### src/logic/hbm_pkg.sv
// Purpose: Shared constants and types of the H-bridge motor control block
// Assumes: mclk at 40 MHz
// Notes: Times stand in their own unit; cycle counts derive from them
package hbm_pkg;
  // ********************************
  // Timing
  // ********************************
  localparam int CLK_HZ          = 40_000_000;
  localparam int CLK_PERIOD_NS   = 25;
  localparam int PWM_FREQ_HZ     = 44_500;
  localparam int PWM_PERIOD_CYC  = CLK_HZ / PWM_FREQ_HZ;
  localparam int RAMP_TIME_MS    = 12;
  localparam int RAMP_TIME_CYC   = (CLK_HZ / 1000) * RAMP_TIME_MS;
  localparam int ILIM_DGL_NS     = 3000;
  localparam int ILIM_DGL_CYC    = (ILIM_DGL_NS + CLK_PERIOD_NS - 1) / CLK_PERIOD_NS;
  localparam int OCP_DGL_NS      = 2000;
  localparam int OCP_DGL_CYC     = (OCP_DGL_NS + CLK_PERIOD_NS - 1) / CLK_PERIOD_NS;
  localparam int ILIM_FAULT_MS   = 275;
  localparam int ILIM_FAULT_CYC  = (CLK_HZ / 1000) * ILIM_FAULT_MS;
  // ********************************
  // Widths and counts
  // ********************************
  localparam int DUTY_W   = 10;
  localparam int FILT_W   = 8;
  localparam int SET_W    = 8;
  localparam int VOLT_W   = 10;
  localparam int NUM_FET  = 4;
  localparam int NUM_FILT = 5;
  localparam int NUM_EV   = 4;
  localparam int ADDR_W   = 8;
  localparam int DATA_W   = 32;
  localparam logic [DUTY_W-1:0] DUTY_ZERO = 10'h000;
  localparam logic [DUTY_W-1:0] DUTY_ONE  = 10'h001;
  localparam logic [DUTY_W-1:0] DUTY_FULL = DUTY_W'(PWM_PERIOD_CYC);
  localparam logic [DUTY_W-1:0] PWM_TOP   = DUTY_W'(PWM_PERIOD_CYC - 1);
  localparam logic [FILT_W-1:0] FILT_ZERO = 8'h00;
  localparam logic [FILT_W-1:0] FILT_ONE  = 8'h01;
  // ********************************
  // Registers
  // ********************************
  localparam logic [ADDR_W-1:0] REG_STATUS = 8'h00;
  localparam logic [ADDR_W-1:0] REG_CLEAR  = 8'h04;
  localparam logic [ADDR_W-1:0] REG_ENABLE = 8'h08;
  localparam logic [ADDR_W-1:0] REG_STATE  = 8'h0c;
  localparam logic [NUM_EV-1:0] EV_RST     = 4'h0;
  localparam logic [NUM_EV-1:0] ENABLE_RST = 4'h0;
  localparam int EV_ILIM = 0;
  localparam int EV_OCP  = 1;
  localparam int EV_HOT  = 2;
  localparam int EV_LOW_SUPPLY_LOCKOUT = 3;
  // ********************************
  // Direction codes and modes
  // ********************************
  localparam logic [1:0] DIR_COAST = 2'b00;
  localparam logic [1:0] DIR_REV   = 2'b01;
  localparam logic [1:0] DIR_FWD   = 2'b10;
  localparam logic [1:0] DIR_BRAKE = 2'b11;
  typedef enum logic [3:0] {
    HBM_IDLE  = 4'b0001,
    HBM_DRIVE = 4'b0010,
    HBM_BRAKE = 4'b0100,
    HBM_LOCK  = 4'b1000
  } hbm_mode_e;
endpackage : hbm_pkg

### src/logic/hbm_filt_if.sv
// Purpose: Raw level, clear and filtered hit of one deglitch channel
// Assumes: Single mclk domain
// Notes: None
`timescale 1ns/1ps
interface hbm_filt_if;
  logic raw;
  logic clr;
  logic hit;
  modport filt (input raw, input clr, output hit);
  modport user (output raw, output clr, input hit);
endinterface : hbm_filt_if

### src/logic/hbm_deglitch.sv
// Purpose: Pass a level only after it has held longer than LIMIT cycles
// Assumes: raw synchronous to mclk
// Notes: Any drop of raw restarts the count
`timescale 1ns/1ps
module hbm_deglitch #(
  parameter logic [hbm_pkg::FILT_W-1:0] LIMIT = 8'h01
) (
  // Clock and reset
  input wire logic mclk,
  input wire logic rst_n,
  // Channel
  hbm_filt_if.filt f
);
  logic [hbm_pkg::FILT_W-1:0] cnt_q;
  logic [hbm_pkg::FILT_W-1:0] cnt_d;
  logic                       hit_d;
  logic                       full;

  assign full  = cnt_q == LIMIT;
  assign cnt_d = (f.clr || !f.raw) ? hbm_pkg::FILT_ZERO :
                 full ? cnt_q : cnt_q + hbm_pkg::FILT_ONE;
  assign hit_d = f.raw && !f.clr && full;

  always_ff @(posedge mclk or negedge rst_n) begin
    if (!rst_n) begin
      cnt_q <= hbm_pkg::FILT_ZERO;
      f.hit <= 1'b0;
    end else begin
      cnt_q <= cnt_d;
      f.hit <= hit_d;
    end
  end
endmodule : hbm_deglitch

### src/logic/hbm_top.sv
// Purpose: Control and protection logic of one H-bridge motor driver
// Assumes: All inputs synchronous to mclk; analog comparators sit outside
// Notes: Status, clear, enable and state registers on APB
// Behaviour
// - Direction pair 00 coast, 01 reverse, 10 forward, 11 brake.
// - Both direction inputs low: drivers off, low-power sleep except while in overcurrent latch-off.
// - Entering forward or reverse restarts duty at zero, ramps up within 12 ms; switching straight between them keeps the duty.
// - Averaged output over four below setpoint raises duty, above lowers it.
// - On time drives commanded direction; off time both high sides recirculate.
// - Setpoint beyond supply: full duty, regulation off.
// - Sense above limit for over 3 us lowers duty to hold current.
// - Limiting for 275 ms flags a fault on the fault pin.
// - A current-limit fault keeps the motor driven.
// - Both direction inputs low, or power cycle, clear the current-limit fault.
// - Deglitched FET overcurrent turns every FET off, pulls fault low.
// - Overcurrent latch-off holds until power is cycled.
// - High and low side FETs are each watched for overcurrent.
// - Overheat turns FETs off, pulls fault low, sets fault and overheat bits.
// - Bridge resumes by itself once the die has cooled.
// - Low supply disables all, pulls fault low, holds mode, deglitch filters and current-limit fault logic at their reset values.
`timescale 1ns/1ps
module hbm_top #(
  parameter int RAMP_CYC       = hbm_pkg::RAMP_TIME_CYC,
  parameter int ILIM_FAULT_CYC = hbm_pkg::ILIM_FAULT_CYC
) (
  // Clock and reset
  input  wire logic                         mclk,
  input  wire logic                         rst_n,
  // Host direction and setpoint
  input  wire logic                         direction_input_a,
  input  wire logic                         direction_input_b,
  input  wire logic [hbm_pkg::SET_W-1:0]    voltage_setpoint,
  // Analog front end
  input  wire logic [hbm_pkg::VOLT_W-1:0]   avg_output_volt,
  input  wire logic [hbm_pkg::VOLT_W-1:0]   supply_volt,
  input  wire logic                         shunt_sense_pin,
  input  wire logic [hbm_pkg::NUM_FET-1:0]  fet_overcurrent,
  input  wire logic                         overheat_shutdown,
  input  wire logic                         low_supply_lockout,
  // Bridge and fault
  output logic                              bridge_output_a,
  output logic                              bridge_output_a_oe,
  output logic                              bridge_output_b,
  output logic                              bridge_output_b_oe,
  output logic                              error_signal_low,
  output logic                              low_power_sleep,
  output logic                              irq,
  // APB slave
  input  wire logic                         psel,
  input  wire logic                         penable,
  input  wire logic                         pwrite,
  input  wire logic [hbm_pkg::ADDR_W-1:0]   paddr,
  input  wire logic [hbm_pkg::DATA_W-1:0]   pwdata,
  output logic      [hbm_pkg::DATA_W-1:0]   prdata,
  output logic                              pready,
  output logic                              pslverr
);
  localparam int FW       = hbm_pkg::FILT_W;
  localparam int DW       = hbm_pkg::DATA_W;
  localparam int NE       = hbm_pkg::NUM_EV;
  localparam int STEP_RAW = RAMP_CYC / hbm_pkg::PWM_PERIOD_CYC;
  localparam int STEP_CYC = (STEP_RAW < 1) ? 1 : STEP_RAW;
  localparam int STEP_W   = $clog2(STEP_CYC + 1);
  localparam int LIM_W    = $clog2(ILIM_FAULT_CYC + 1);
  localparam logic [STEP_W-1:0] STEP_LAST = STEP_W'(STEP_CYC - 1);
  localparam logic [STEP_W-1:0] STEP_ONE  = STEP_W'(1);
  localparam logic [LIM_W-1:0]  LIM_LAST  = LIM_W'(ILIM_FAULT_CYC - 1);
  localparam logic [LIM_W-1:0]  LIM_ONE   = LIM_W'(1);

  // ********************************
  // Declarations
  // ********************************
  hbm_pkg::hbm_mode_e          mode_q;
  hbm_pkg::hbm_mode_e          mode_d;
  logic [1:0]                  dir_code;
  logic                        want_idle;
  logic                        want_brake;
  logic                        die_hot;
  logic                        sup_low;
  logic                        ocp_any;
  logic                        lim_hit;
  logic                        in_drive;
  logic                        in_lock;
  logic                        nx_drive;
  logic                        nx_lock;
  logic                        run;
  logic                        full_mode;
  logic [hbm_pkg::SET_W-1:0]   meas;
  logic [hbm_pkg::DUTY_W-1:0]  duty_q;
  logic [hbm_pkg::DUTY_W-1:0]  duty_d;
  logic                        duty_up;
  logic                        duty_dn;
  logic                        up_req;
  logic                        dn_req;
  logic [hbm_pkg::DUTY_W-1:0]  pwm_cnt_q;
  logic [hbm_pkg::DUTY_W-1:0]  pwm_cnt_d;
  logic                        pwm_on;
  logic [STEP_W-1:0]           step_q;
  logic [STEP_W-1:0]           step_d;
  logic                        tick;
  logic [LIM_W-1:0]            lim_cnt_q;
  logic [LIM_W-1:0]            lim_cnt_d;
  logic                        lim_run;
  logic                        lim_done;
  logic                        ilim_fault_q;
  logic                        ilim_fault_d;
  logic                        fault_d;
  logic                        drv_ok;
  logic                        drive_on;
  logic                        out_a_q;
  logic                        out_b_q;
  logic                        oe_q;
  logic                        err_q;
  logic                        sleep_q;
  logic                        hot_q;
  logic                        low_q;
  logic [NE-1:0]               ev;
  logic [NE-1:0]               sts_q;
  logic [NE-1:0]               sts_d;
  logic [NE-1:0]               en_q;
  logic [NE-1:0]               en_d;
  logic [NE-1:0]               clr;
  logic                        irq_q;
  logic                        setup;
  logic                        wr;
  logic                        addr_hit;
  logic [DW-1:0]               rd_word;
  logic [DW-1:0]               state_word;
  logic [DW-1:0]               prdata_q;
  logic                        pready_q;
  logic                        pslverr_q;
  logic [hbm_pkg::NUM_FILT-1:0] filt_raw;
  logic [hbm_pkg::NUM_FILT-1:0] filt_hit;

  // ********************************
  // Decode and filters
  // ********************************
  assign dir_code   = {direction_input_a, direction_input_b};
  assign want_idle  = dir_code == hbm_pkg::DIR_COAST;
  assign want_brake = dir_code == hbm_pkg::DIR_BRAKE;
  assign die_hot    = overheat_shutdown;
  assign sup_low    = low_supply_lockout;
  assign filt_raw   = {shunt_sense_pin, fet_overcurrent};

  hbm_filt_if filt_if [hbm_pkg::NUM_FILT] ();

  // Four FET channels, then the shunt sense channel
  for (genvar g = 0; g < hbm_pkg::NUM_FILT; g++) begin : g_filt
    localparam logic [FW-1:0] LIM = (g < hbm_pkg::NUM_FET) ?
                                    FW'(hbm_pkg::OCP_DGL_CYC) : FW'(hbm_pkg::ILIM_DGL_CYC);
    assign filt_if[g].raw = filt_raw[g];
    assign filt_if[g].clr = sup_low;
    assign filt_hit[g]    = filt_if[g].hit;
    hbm_deglitch #(.LIMIT(LIM)) u_dgl (
      .mclk  (mclk),
      .rst_n (rst_n),
      .f     (filt_if[g])
    );
  end

  assign ocp_any = |filt_hit[hbm_pkg::NUM_FET-1:0];
  assign lim_hit = filt_hit[hbm_pkg::NUM_FET];

  // ********************************
  // Mode machine
  // ********************************
  always_comb begin
    mode_d = mode_q;
    case (mode_q)
      hbm_pkg::HBM_LOCK: mode_d = hbm_pkg::HBM_LOCK;
      default: begin
        if (ocp_any) mode_d = hbm_pkg::HBM_LOCK;
        else if (want_idle) mode_d = hbm_pkg::HBM_IDLE;
        else if (want_brake) mode_d = hbm_pkg::HBM_BRAKE;
        else mode_d = hbm_pkg::HBM_DRIVE;
      end
    endcase
    if (sup_low) mode_d = hbm_pkg::HBM_IDLE;
  end

  assign in_drive = mode_q == hbm_pkg::HBM_DRIVE;
  assign in_lock  = mode_q == hbm_pkg::HBM_LOCK;
  assign nx_drive = mode_d == hbm_pkg::HBM_DRIVE;
  assign nx_lock  = mode_d == hbm_pkg::HBM_LOCK;

  // ********************************
  // Duty regulation and PWM
  // ********************************
  // Duty is held at zero outside steady drive, so any entry ramps
  assign run       = in_drive && nx_drive && !die_hot;
  assign full_mode = {voltage_setpoint, 2'b00} > supply_volt;
  assign meas      = avg_output_volt[hbm_pkg::VOLT_W-1:2];
  assign duty_up   = duty_q != hbm_pkg::DUTY_FULL;
  assign duty_dn   = duty_q != hbm_pkg::DUTY_ZERO;
  assign tick      = step_q == STEP_LAST;
  // One step per tick bounds the ramp to the full ramp time
  assign up_req = tick && !lim_hit && duty_up && (full_mode || meas < voltage_setpoint);
  assign dn_req = tick && duty_dn && (lim_hit || (!full_mode && meas > voltage_setpoint));
  assign duty_d = !run ? hbm_pkg::DUTY_ZERO :
                  up_req ? duty_q + hbm_pkg::DUTY_ONE :
                  dn_req ? duty_q - hbm_pkg::DUTY_ONE : duty_q;
  assign step_d    = (!run || tick) ? '0 : step_q + STEP_ONE;
  assign pwm_cnt_d = (!run || pwm_cnt_q == hbm_pkg::PWM_TOP) ?
                     hbm_pkg::DUTY_ZERO : pwm_cnt_q + hbm_pkg::DUTY_ONE;
  assign pwm_on    = (duty_q == hbm_pkg::DUTY_FULL) || (pwm_cnt_q < duty_q);

  always_ff @(posedge mclk or negedge rst_n) begin
    if (!rst_n) begin
      mode_q    <= hbm_pkg::HBM_IDLE;
      duty_q    <= hbm_pkg::DUTY_ZERO;
      step_q    <= '0;
      pwm_cnt_q <= hbm_pkg::DUTY_ZERO;
    end else begin
      mode_q    <= mode_d;
      duty_q    <= duty_d;
      step_q    <= step_d;
      pwm_cnt_q <= pwm_cnt_d;
    end
  end

  // ********************************
  // Current-limit fault
  // ********************************
  assign lim_run      = lim_hit && in_drive;
  assign lim_done     = lim_cnt_q == LIM_LAST;
  assign lim_cnt_d    = (!lim_run || sup_low) ? '0 :
                        lim_done ? lim_cnt_q : lim_cnt_q + LIM_ONE;
  assign ilim_fault_d = (want_idle || sup_low) ? 1'b0 :
                        ilim_fault_q || (lim_run && lim_done);

  always_ff @(posedge mclk or negedge rst_n) begin
    if (!rst_n) begin
      lim_cnt_q    <= '0;
      ilim_fault_q <= 1'b0;
    end else begin
      lim_cnt_q    <= lim_cnt_d;
      ilim_fault_q <= ilim_fault_d;
    end
  end

  // ********************************
  // Bridge and fault pin
  // ********************************
  // Fault on current limit alone leaves the bridge running
  assign drv_ok   = (nx_drive || mode_d == hbm_pkg::HBM_BRAKE) && !die_hot;
  assign drive_on = nx_drive && pwm_on;
  assign fault_d  = ilim_fault_d || nx_lock || die_hot || sup_low;

  always_ff @(posedge mclk or negedge rst_n) begin
    if (!rst_n) begin
      out_a_q <= 1'b1;
      out_b_q <= 1'b1;
      oe_q    <= 1'b0;
      err_q   <= 1'b0;
      sleep_q <= 1'b1;
    end else begin
      out_a_q <= drive_on ? direction_input_a : 1'b1;
      out_b_q <= drive_on ? direction_input_b : 1'b1;
      oe_q    <= drv_ok;
      err_q   <= !fault_d;
      sleep_q <= mode_d == hbm_pkg::HBM_IDLE;
    end
  end

  assign bridge_output_a    = out_a_q;
  assign bridge_output_b    = out_b_q;
  assign bridge_output_a_oe = oe_q;
  assign bridge_output_b_oe = oe_q;
  assign error_signal_low   = err_q;
  assign low_power_sleep    = sleep_q;

  // ********************************
  // Events, status and interrupt
  // ********************************
  assign ev[hbm_pkg::EV_ILIM] = ilim_fault_d && !ilim_fault_q;
  assign ev[hbm_pkg::EV_OCP]  = nx_lock && !in_lock;
  assign ev[hbm_pkg::EV_HOT]  = die_hot && !hot_q;
  assign ev[hbm_pkg::EV_LOW_SUPPLY_LOCKOUT] = sup_low && !low_q;
  // Set wins over a clear in the same cycle
  assign sts_d = (sts_q & ~clr) | ev;

  // ********************************
  // APB slave
  // ********************************
  assign setup = psel && !penable;
  assign wr    = psel && penable && pready_q && pwrite;
  assign clr   = (wr && paddr == hbm_pkg::REG_CLEAR) ? pwdata[NE-1:0] : '0;
  assign en_d  = (wr && paddr == hbm_pkg::REG_ENABLE) ? pwdata[NE-1:0] : en_q;
  assign state_word = {6'h00, duty_q, 8'h00, dir_code, sleep_q, !err_q,
                       lim_hit, die_hot, in_lock, ilim_fault_q};

  always_comb begin
    rd_word  = '0;
    addr_hit = 1'b1;
    if (paddr == hbm_pkg::REG_STATUS) rd_word = {{(DW-NE){1'b0}}, sts_q};
    else if (paddr == hbm_pkg::REG_CLEAR) rd_word = '0;
    else if (paddr == hbm_pkg::REG_ENABLE) rd_word = {{(DW-NE){1'b0}}, en_q};
    else if (paddr == hbm_pkg::REG_STATE) rd_word = state_word;
    else addr_hit = 1'b0;
  end

  // Read data and error are caught in setup, so pready is one flop
  always_ff @(posedge mclk or negedge rst_n) begin
    if (!rst_n) begin
      hot_q     <= 1'b0;
      low_q     <= 1'b0;
      sts_q     <= hbm_pkg::EV_RST;
      en_q      <= hbm_pkg::ENABLE_RST;
      irq_q     <= 1'b0;
      pready_q  <= 1'b0;
      prdata_q  <= '0;
      pslverr_q <= 1'b0;
    end else begin
      hot_q     <= die_hot;
      low_q     <= sup_low;
      sts_q     <= sts_d;
      en_q      <= en_d;
      irq_q     <= |(sts_d & en_d);
      pready_q  <= setup;
      prdata_q  <= setup ? rd_word : prdata_q;
      pslverr_q <= setup ? !addr_hit : pslverr_q;
    end
  end

  assign irq     = irq_q;
  assign prdata  = prdata_q;
  assign pready  = pready_q;
  assign pslverr = pslverr_q;
endmodule : hbm_top

### config.mk
export PLATFORM = sky130hd
export DESIGN_NAME = hbm_top
export DESIGN_NICKNAME = d
export VERILOG_FILES = /design/src/logic/hbm_pkg.sv /design/src/logic/hbm_filt_if.sv /design/src/logic/hbm_deglitch.sv /design/src/logic/hbm_top.sv
export SDC_FILE = /design/constraint.sdc
export NUM_CORES = 1
export LEC_CHECK = 0
export ABC_AREA = 1
export BUFFER_PORTS_ARGS = -buffer_cell sky130_fd_sc_hd__clkbuf_2
export CAP_MARGIN = 20
export CORE_UTILIZATION = 62
export CTS_CLUSTER_DIAMETER = 40
export DETAILED_ROUTE_END_ITERATION = 8
export PLACE_DENSITY = 0.95
export SYNTH_ARGS = -nofsm -noshare
export SYNTH_HDL_FRONTEND = slang
export SYNTH_SLANG_ARGS = --single-unit
### constraint.sdc
create_clock -name mclk -period 4.7 [get_ports mclk]
set_input_delay 0.705 -clock mclk [delete_from_list [all_inputs] [get_ports mclk]]
set_output_delay 0.705 -clock mclk [all_outputs]
set_load 0.005 [all_outputs]
Word level (Yosys, flattened, before mapping)
Cells that the tools add are included.
{"block": "word_totals", "input_bits": 82, "register_bits": 154, "out_inout_bits": 41, "word_cells": 182}
{"block": "op_classes", "eq_ne": 27, "n_mux": 35, "bitwise": 4, "add_sub_neg": 10, "reduce_logical": 73, "order_cmp": 4}
{"cell": "$mux W26", "count": 4}
{"cell": "$mux W8", "count": 10}
{"cell": "$mux W10", "count": 5}
{"cell": "$mux W24", "count": 2}
{"cell": "$add A8 B1 Y8 const B", "count": 5}
{"cell": "$eq A8 B7 Y1 const B", "count": 5}
{"cell": "$logic_and A1 B1 Y1", "count": 32}
{"cell": "$add A10 B1 Y10 const B", "count": 3}
{"cell": "$eq A10 B10 Y1 const B", "count": 3}
{"cell": "$add A24 B1 Y24 const B", "count": 1}
{"cell": "$eq A24 B24 Y1 const B", "count": 1}
{"cell": "$mux W4", "count": 5}
{"cell": "$logic_not A1 Y1", "count": 19}
{"cell": "$logic_or A1 B1 Y1", "count": 17}
{"cell": "$eq A8 B4 Y1 const B", "count": 2}
{"cell": "$gt A10 B10 Y1", "count": 1}
{"cell": "$lt A10 B10 Y1", "count": 1}
{"cell": "$ne A10 B10 Y1 const B", "count": 1}
{"cell": "$ne A2 B2 Y1 const B", "count": 5}
{"cell": "$reduce_bool A10 Y1", "count": 1}
{"cell": "$sub A10 B1 Y10 const B", "count": 1}
{"cell": "$and A4 B4 Y4", "count": 2}
{"cell": "$eq A4 B2 Y1 const B", "count": 2}
{"cell": "$eq A4 B4 Y1 const B", "count": 2}
{"cell": "other kinds (15)", "count": 23}

Longest topological paths before layout
Gate-level depths: netlist of the first run.
{"block": "depth", "depth_word": 12, "depth_mapped": 23, "ltp_nobuf": 23}

Modules after synthesis
A second synthesis of the first run with hierarchy kept.
{"block": "unflattened", "cells_unflattened": 1056, "hier_area_um2": 8461.9}
{"mod": "hbm_top", "seq_area_each_um2": 2382.3, "cells_each": 736, "area_per_inst_um2": 5830.6, "n_inst": 1}
{"mod": "hbm_deglitch (g_filt[0].u_dgl ...)", "seq_area_each_um2": 225.2, "cells_each": 65, "area_per_inst_um2": 536.8, "n_inst": 4}
{"mod": "hbm_deglitch (g_filt[4].u_dgl)", "seq_area_each_um2": 225.2, "cells_each": 60, "area_per_inst_um2": 484.2, "n_inst": 1}

Worst setup path before layout of the first run
OpenSTA, ideal clock, no wires.
{"block": "synth_path", "kind": "input to register", "start": "input supply_volt[9] (netlist bit)", "end": "register duty_q[7] (netlist bit)", "required_ns": 4.584, "t_arrival_ns": 2.701, "path_buffers": 0, "slack_ns": 1.882, "setup_ns": 0.116, "stages": 20, "cell_sequence": "inv_1 > ha_1 > nand2_1 > nor2_1 > nand2_1 > nand2_1 > nand2_1 > nand2_2 > nand2_4 > ha_1 > nand2_1 > nand2_1 > nand2_1 > nand2_1 > a21oi_1 > o21ai_1 > xnor2_1 > inv_1 > nand2_1 > nand2_1"}
{"block": "synth_via", "elab_chain_len": 6, "elab_cells_between_ends": 10, "classes_between": "order compare (1); eq/ne (1); mux (2); reduce/logical (6)"}
{"element": "start: declaration", "line_no": "hbm_top.sv:35", "text": "input wire logic [hbm_pkg::VOLT_W-1:0] supply_volt,"}
{"element": "$gt A10 B10 Y1 (*)", "line_no": "hbm_top.sv:191", "text": "assign full_mode = {voltage_setpoint, 2'b00} > supply_volt;"}
{"element": "$logic_not A1 Y1", "line_no": "hbm_top.sv:198", "text": "assign dn_req = tick && duty_dn && (lim_hit || (!full_mode && meas > voltage_setpoint));"}
{"element": "$logic_and A1 B1 Y1", "line_no": "hbm_top.sv:198"}
{"element": "$logic_or A1 B1 Y1", "line_no": "hbm_top.sv:198"}
{"element": "$logic_and A1 B1 Y1", "line_no": "hbm_top.sv:198"}
{"element": "$ne A3 B1 Y1 (no source line)"}
{"element": "end signal: assignment", "line_no": "hbm_top.sv:210", "text": "duty_q <= hbm_pkg::DUTY_ZERO;"}
{"element": "end signal: assignment", "line_no": "hbm_top.sv:215", "text": "duty_q <= duty_d;"}
{"element": "end: declaration", "line_no": "hbm_top.sv:89", "text": "logic [hbm_pkg::DUTY_W-1:0] duty_q;"}
Every way passes the cells marked *; elsewhere a longest branch is shown, timed or not.
A chain may end at the register's enable or synchronous reset.

Final worst setup path of the first run
{"block": "layout_path", "start": "input supply_volt[5] (netlist bit)", "end": "register duty_q[7] (netlist bit)"}
Same word-level chain as after synthesis.

==> results of run 1 <==
-- power groups by stage --
stage | logic [W] | clock network (W) | registers, W
5_1_grt | 0.000178 | 0.00150 | 0.00122
3_5_place_dp | 0.000149 | 0 | 0.00124
3_3_place_gp | 0.000142 | 0 | 0.00124
6_report | 0.000157 | 0.00144 | 0.00122
2_1_floorplan | 0.0000821 | 0 | 0.00124
4_1_cts | 0.000156 | 0.00143 | 0.00122
-- sequential cells by signal (all words and copies together) (netlist names), 4 cells and up --
| register | flops |
|---|---|
| duty_q | 10 |
| pwm_cnt_q | 10 |
| g_filt.u_dgl.cnt_q | 40 |
| g_filt.u_dgl.f.hit | 5 |
| step_q | 10 |
| prdata | 18 |
| mode_q | 4 |
| en_q | 4 |
| lim_cnt_q | 24 |
| sts_q | 4 |
-- metrics by stage --
step                      hold slack (ps)  instance area, um2
after floorplan                     409.4                8084
after global placement              420.8                8549
after global routing                437.8                9176
after CTS                           434.9                9176
final                               357.8                9176
after detailed placement            431.8                8549
-- synthesized netlist by cell type (2+ instances only) --
master     instances  area share [%]
nand2_1          166             7.8
nand2_2            5            0.39
inv_1            146             6.8
nor3_1            34             2.1
a21oi_4            2            0.40
xor2_1            18             2.0
a21oi_1           47             2.9
nor4_1            13             1.0
buf_4             15             1.4
ha_1              50             7.8
nor2_4            13             1.8
o21ai_1           27             1.7
dfstp_2            4             1.3
clkbuf_1           4            0.19
inv_2             11            0.51
nor2_2             2            0.16
nor3_2             4            0.50
clkinv_1           3            0.14
nand3b_1           3            0.28
dfrtp_1          136              42
o21ai_0           40             2.5
a31oi_1            7            0.54
xnor2_1           11             1.2
nor3b_1            8            0.75
nand4_1           25             1.9
nand3_1           57             3.6
o2111ai_1          2            0.22
o21a_1             4            0.37
nor2_1            89             4.2
a211oi_1           2            0.19
nand3_2            2            0.25
buf_2              3            0.19
o22ai_1            4            0.31
-- kinds of logic (layout without fill, tap and decap cells) --
family	Yosys count	after routing	share of synthesized area, %
AO/OA/AOI/OAI	142	142	9.841
XOR/XNOR	29	29	3.161
adder cells (fa/ha/maj)	51	51	8.035
buffers and inverters	183	271	9.390
flip-flops	140	140	43.66
other	1	14	0.04667
AND/OR/NAND/NOR	430	430	25.86
-- layout by cell type (no fill, tap or decap), types with 2 or more instances in the layout --
cell type	n
a211oi_1	2
a21oi_1	47
a21oi_4	2
a31oi_1	7
bufinv_16	4
clkbuf_1	2
clkbuf_16	17
clkbuf_2	77
clkbuf_8	2
clkinv_1	3
clkinv_2	4
clkinv_4	3
conb_1	14
dfrtp_1	136
dfstp_2	4
ha_1	50
inv_1	146
inv_2	11
nand2_1	166
nand2_2	5
nand3_1	57
nand3_2	2
nand3b_1	3
nand4_1	25
nor2_1	89
nor2_2	2
nor2_4	13
nor3_1	34
nor3_2	4
nor3b_1	8
nor4_1	13
o2111ai_1	2
o21a_1	4
o21ai_0	40
o21ai_1	27
o22ai_1	4
xnor2_1	11
xor2_1	18
-- metal layers --
metal	share of wire (%)	routed length (um)	global-route usage [%]
met1	37	7554	35.53
met2	49	9888	53.81
met3	8.3	1672	11.14
met4	5.3	1069	18.46
met5	0	0	0
-- cell type report --
class	instances	area [um2]
multi-input combinational	666	3821
tap	172	215.2
timing repair buffer	79	404.1
fill	817	3443
inverter	160	600.6
sequential	140	3508
clock buffer	21	460.4
clock inverter	11	166.4
-- worst max-delay path, cell delays in order --
cell	delay, ps
clkbuf_2	100
inv_1	40
ha_1	290
nand2_1	70
inv_1	90
nand2_1	60
nand2_1	70
nand2_1	50
nand2_1	70
nand2_1	90
nand2_2	160
nand2_4	140
ha_1	400
nand2_1	110
nand2_1	80
nand2_1	60
nand2_1	60
a21oi_1	200
o21ai_1	110
xnor2_1	130
inv_1	50
nand2_1	60
nand2_1	50
-- worst paths after layout --
kind                                    to  slack, ps           start  cells after the start
hold reg to reg                   sts_q[2]        450           hot_q                      1
min in group mclk                 sts_q[2]        450           hot_q                      1
setup / recovery                 duty_q[7]       1770  supply_volt[5]                     23
setup reg to reg                 duty_q[7]       1960       duty_q[0]                     16
hold / removal                lim_cnt_q[3]        360           rst_n                      1
max in group asynchronous  bridge_output_a       3270           rst_n                      2
==> summary.md, run 1 <==
| Metric | Value |
|---|---|
| DR pass1 iterations | 6 |
| Reg power frac | a little over two fifths |
| Crit Path Class | input port to flop |
| Routability cong. | between 0.9 and 1 |
| #FFs+latches synth | 140 |
| Fin util | 72.71% |
| CTS tree | done |
| Die width | between 100 and 150 um |
| Antenna diodes | 0 |
| Total CTS buffers | 17 |
| Number of library cell types mapped by synthesis | 52 |
| Drt first-iter violations | 952 |
| Post-CTS Resized | 0 |
| Post-route insts no fill | roughly 1.2k |
| Longest Clk Path Bufs | 2 |
| MaxCap Viol Count | 0 |
| Slew margin rel. | between 20% and 30% |
| # setup viols final | 0 |
| Layout area overhead | 14.20% |
| Status | completed |
| Setup bufs post-CTS | 0 |
| Fin. Hold Viols | 0 |
| Top-Level Pins | 123 |
| Place WS | ~1400 ps |
| CTS Root Cell | clkbuf_16 |
| Critical Path Fanout Max | 10 |
| Clock power frac | roughly half |
| DRC | 0 |
| Detailed-route via count | about 7.3k |
| Core Rows | 41 |
| # H-tree levels | 4 |
| Switch share | a little under a quarter |
| Worst setup EP type | flop |
| RSZ-0062 raised after global routing | no |
| Ys flop type | dfrtp_1 |
| Initial antenna violation count | 0 |
| Vias per cell | just under 6 |
| Avg Cell Area, Syn | a little over 8 um2 |
| Pin count of the biggest net entering global routing | between 100 and 150 |
| Share of synthesized registers carrying an async set or reset | 100.0% |
| Mapped Area | between 8000 and 9000 um2 |
| Initial Util | 63.67% |
| Switch Pwr | approximately 0.00064 W |
| Final total negative setup slack | 0 ps |
| CTS Hold Bufs | 0 |
| Worst-path clk slew | roughly 60 ps |
| Number of global-route vias before repair | 7241 |
| Static leakage | around 4.3 nW |
| Clk_lat worst skew | between 400 and 500 ps |
| Worst Path Required | 5010 ps |
| CORE AREA | approximately 13000 um2 |
| Fin crit share | between 60 and 70% |
| Gate power share | roughly 5.6% |
| Register area share after synthesis | a little over two fifths |
| Final Skew | 7.778 ps |
| Critical path launch point type | input port |
| Clk sink count | 140 |
| Cell count after synthesis | approximately 1000 |
| Hpwl dp | ~13000 um |
| EDFF count, synth | 0 |
| Wire per inst | around 16 um |
| # placed instances | around 1.2k |
| Global-route wire length before repair | around 33000 um |
| PnR worst setup slack | between 1500 and 2000 ps |
| PortBufs | 78 |
| Layout cells sized above 1 | ~15% |
| Design Power | 0.002817 W |
| Fin. max-slew vios | 0 |
| Post-Route WL | between 20000 and 25000 um |
| Layout Nets | around 1.2k |
| Shortest period the worst path allows | roughly 2900 ps |
| GRT Total Usage | roughly 32% |
| Maximum VDD drop | approximately 0.00028 V |
| Grt ovf | 0 |
| Synth warnings | 0 |
| Worst slew pin tran | 1051 ps |
| Die area | 13420 um2 |
| Hold Path Class | input port to asynchronous set/reset pin |
| Final ANT Viol Nets | 0 |
| Max Clock Freq | approximately 0.34 GHz |
| Internal power | approximately 0.0022 W |
| PwrDens | approximately 310 nW/um2 |
| Signal arrival time at the worst endpoint | roughly 3200 ps |
| Die H | about 120 um |
Note: power is estimated with default switching activity, not from simulation.
==> inputs of run 2 (changes only) <==
--- a/config.mk
+++ b/config.mk
@@ -5,13 +5,13 @@
 export SDC_FILE = /design/constraint.sdc
 export NUM_CORES = 1
 export LEC_CHECK = 0
-export ABC_AREA = 1
+export ABC_AREA = 0
 export BUFFER_PORTS_ARGS = -buffer_cell sky130_fd_sc_hd__clkbuf_2
 export CAP_MARGIN = 20
-export CORE_UTILIZATION = 62
+export CORE_UTILIZATION = 52
 export CTS_CLUSTER_DIAMETER = 40
 export DETAILED_ROUTE_END_ITERATION = 8
-export PLACE_DENSITY = 0.95
+export PLACE_DENSITY = 0.87
 export SYNTH_ARGS = -nofsm -noshare
 export SYNTH_HDL_FRONTEND = slang
 export SYNTH_SLANG_ARGS = --single-unit
==> constraint.sdc (replaced) <==
create_clock -name mclk -period 2.36 [get_ports mclk]
set_input_delay 0.354 -clock mclk [delete_from_list [all_inputs] [get_ports mclk]]
set_output_delay 0.354 -clock mclk [all_outputs]
set_load 0.005 [all_outputs]
==> run 2 against run 1 <==
- the flow now finishes with violations (DRC, setup timing)
- count of clock-buffer cells in the layout fell by 3
- via count down 12%
- largest power group unchanged
- synthesized cell count decreased by 19%
- total power increased by 110%
- wire length down 9.7%
- design area is 6.3% higher
- critical path depth is 8 lower
==> summary.md, run 2 <==
| Metric | Value |
|---|---|
| Clk sink count | 140 (unchanged) |
| Synth warnings | 0 (unchanged) |
| # fillers | 1065 (+30%) |
| Worst slew pin tran | 757.2 ps (-293.8 ps) |
| CTS Root Cell | clkbuf_16 |
| Die width | 123.6 um (+6.7%) |
| Cell count after synthesis | 790 (-19%) |
| MaxCap Viol Count | 0 (unchanged) |
| Grt ovf | 0 (unchanged) |
| Antenna diodes | 0 (unchanged) |
| Crit path max-delay family | compound AO/OA/AOI/OAI gates |
| Hold Path Class | input port to flop |
| Max reg flops | 40 (unchanged) |
| GRT Total Usage | 26.01% (-6.1 points) |
| Total CTS buffers | 17 (unchanged) |
| Synth cell count leaders | dfrtp_1 (136), nor2_1 (104), nand2_1 (64) |
| Fin util | 67.40% (-5.3 points) |
| PnR worst setup slack | -1169 ps (-2943 ps) |
| Max Clock Freq | 0.2834 GHz |
| Layout cells sized above 1 | 25.28% (+11 points) |
| Post-Route WL | 18240 um (-9.7%) |
| Maximum VDD drop | 0.0004672 V (+66%) |
| Number of global-route vias before repair | 6512 (-10%) |
| CTS tree | done |
| EDFF count, synth | 0 (unchanged) |
| Hold path depth | 1 |
| Global-route wire length before repair | 30450 um (-8.2%) |
| Most Crowded Layer GR | met2 |
| Longest Clk Path Bufs | 2 (unchanged) |
| Cell mode on critical path | ha_4 |
| Share of synthesized registers carrying an async set or reset | 100.0% (unchanged) |
| Hold EP | hot_q |
| R2R Setup Slk | -1040 ps (-3000 ps) |
| Worst path buffer plus inverter count | 3 (-1) |
| Critical Path Fanout Max | 5 (-5) |
| Detailed-route via count | 6437 (-12%) |
| Grt met2 use | 45.73% (-8.1 points) |
| RSZ-0062 raised after global routing | yes |
| Register area share after synthesis | 45.62% (+2.0 points) |
| Peak per-stage delay on the critical path | 400 ps (about the same) |
| Commonest non-fill, non-tap cell in the layout | dfrtp_1 |
| PwrDens | 594.7 nW/um2 (+94%) |
| Signal arrival time at the worst endpoint | 3840 ps (+600 ps) |
| Core Rows | 44 (+7.3%) |
| Largest area contributor in the netlist | dfrtp_1 |
| Layout area overhead | 26.87% |
| Top-Level Pins | 123 (unchanged) |
| Number of library cell types mapped by synthesis | 71 (+37%) |
| Slowest cell on the critical path | a221o_2 |
| Final Skew | 8.652 ps (+0.8736 ps) |
| Critical hold path startpoint | overheat_shutdown |
| Pin count of the biggest net entering global routing | 49 (-55%) |
| R2r startpoint | duty_q[6] |
| Crit Path Class | input port to flop |
| Commonest non-fill, non-tap cells in the layout | dfrtp_1 (136), nor2_1 (104), clkbuf_2 (75), buf_4 (69), nand2_1 (64) |
| Fin. max-slew vios | 0 (unchanged) |
| Crit path cell chain | buf_8, inv_8, ha_4, and3_4, a221o_1, a221o_2, a2111oi_4, bufinv_8, ha_4, a21o_1, nand4_1, a21oi_2, or3_1, a222oi_1, mux2_1 |
| Static leakage | 4.561 nW (+5.2%) |
| Fin crit share | 149.5% |
| Ys flop type | dfrtp_1 |
| # setup viols final | 10 (+10) |
| CORE AREA | 14480 um2 (+15%) |
| Slew margin rel. | 48.81% (+19 points) |
| Routability cong. | 0.8623 (-6.8%) |
| Layout Nets | 1085 (-9.4%) |
| Worst Reg-to-Reg Cells | 12 (-4) |
| Avg Cell Area, Syn | 9.736 um2 (+18%) |
| Shortest period the worst path allows | roughly 3500 ps |
| Fin. Hold Viols | 0 (unchanged) |
| Area share of the leading cell type in the synthesized netlist | 44.25% (+1.9 points) |
| Most flops, register | g_filt.u_dgl.cnt_q |
| Drt first-iter violations | 482 (-49%) |
| Clk_lat worst skew | 430 ps (about the same) |
| Worst-path clk slew | 60 ps (about the same) |
| Status | finished with violations |
| DR pass1 iterations | 7 (+1) |
| Die area | 15280 um2 (+14%) |
| Worst Path Required | 2670 ps (-2340 ps) |
| Hpwl dp | 12520 um (-4.2%) |
| Mapped Area | 7691 um2 (-4.3%) |
| Design Power | 0.005804 W (+110%) |
| Violated checks | DRC, setup timing |
| Global Route met3 Usage | 6.593% (-4.5 points) |
| PortBufs | 78 (unchanged) |
| Critical path launch point type | input port |
| DRC | 1 (+1) |
| Initial Util | 53.12% (-11 points) |
| Worst setup EP type | flop |
| Final ANT Viol Nets | 0 (unchanged) |
| # H-tree levels | 4 (unchanged) |
| Initial antenna violation count | 0 (unchanged) |
| #FFs+latches synth | 140 (unchanged) |
| Most common cell in the netlist | dfrtp_1 |
| Synth area leaders | dfrtp_1 (44%), ha_1 (8.1%), xor2_1 (5.1%) |
| Wire per inst | 15.87 um (-1.8%) |
| Die H | 123.6 um (+6.7%) |
| Vias per cell | 5.602 (-4.0%) |
| Min Hold Slack | 122.8 ps (-234.9 ps) |
| Met1 usage | 29.51% (-6.0 points) |
| Reg-to-reg critical path endpoint | duty_q[9] |
==> run 2: cell count changes after synthesis, sizes merged, moves of 21 or more <==
cell	change
a21oi	-21
inv	-104
nand2	-108
nor3	-26
o21ai	-33
xor2	+27
==> run 2: cells by family (layout without fill, tap and decap cells) <==
kind of cell	Yosys count	in the layout	share of synthesized area [%]
multiplexers	16	16	2.229
buffers and inverters	80	241	4.653
XOR/XNOR	68	68	7.744
other	1	14	0.04876
AO/OA/AOI/OAI	111	112	9.826
adder cells (fa/ha/maj)	51	51	8.394
flip-flops	140	140	45.62
AND/OR/NAND/NOR	323	323	21.49
==> run 2: layout make-up <==
class                      count  area [um2]  share of cell area, %
sequential                   140        3508                  35.95
inverter                      53       225.2                  2.308
timing repair inverter         1       6.256                0.06411
multi-input combinational    584        4084                  41.85
clock inverter                14       232.7                  2.385
clock buffer                  18       439.2                  4.501
tap                          184       230.2                  2.359
timing repair buffer         155        1032                  10.58
==> run 2: worst reg2reg max path: stages, from the launching register on <==
cell and delay, ps:
dfrtp_1 390, or4_4 560, nor4_2 220, buf_4 170, a2111oi_4 50, bufinv_8 220, ha_4 190, a21o_1 170
nand4_1 180, a21oi_2 90, or3_1 320, a222oi_1 350, mux2_1 370
==> run 2: power by group <==
group          switching [W]  leakage, nW  internal (W)
registers          0.0000173         1.91       0.00242
clock network        0.00110        0.330       0.00193
logic               0.000198         2.32      0.000134
total                0.00132         4.56       0.00449
==> run 2: timing repair <==
item	in CTS	in global routing
endpoints found under the setup margin	10	10
cloned	2	0
resized for setup	20	12
pin swaps	16	17
endpoints found under the hold margin	43	0
hold buffers	1	0
setup buffers	8	4
==> run 2: how the worst max path moves through the flow <==
stage | from | end | slack [ps] | depth (start not counted)
after CTS | voltage_setpoint[2] | duty_q[9] | -1160 | 15
after floorplan | avg_output_volt[3] | duty_q[9] | -1410 | 13
after detailed placement | voltage_setpoint[1] | duty_q[9] | -1670 | 15
after global placement | voltage_setpoint[1] | duty_q[9] | -1580 | 15
after global routing | voltage_setpoint[2] | duty_q[9] | -1300 | 15
final | voltage_setpoint[2] | duty_q[9] | -1170 | 15
==> run 2: routing by layer <==
layer  wire length (um)  up-vias
li1                   -     3049
met1               7409     3127
met2               9223      198
met3                928       63
met4                674        0
met5                  0        -
==> run 2: through the flow <==
step                setup TNS (ps)  setup WS [ps]  area (um2)  std cells
detailed placement          -11210          -1671        8825       1105
floorplan                    -7523          -1412        7841        803
global placement            -10390          -1581        8825       1105
finish                       -6562          -1169        9758       1149
CTS                          -6736          -1156        9696       1148
global route                 -7763          -1299        9758       1149
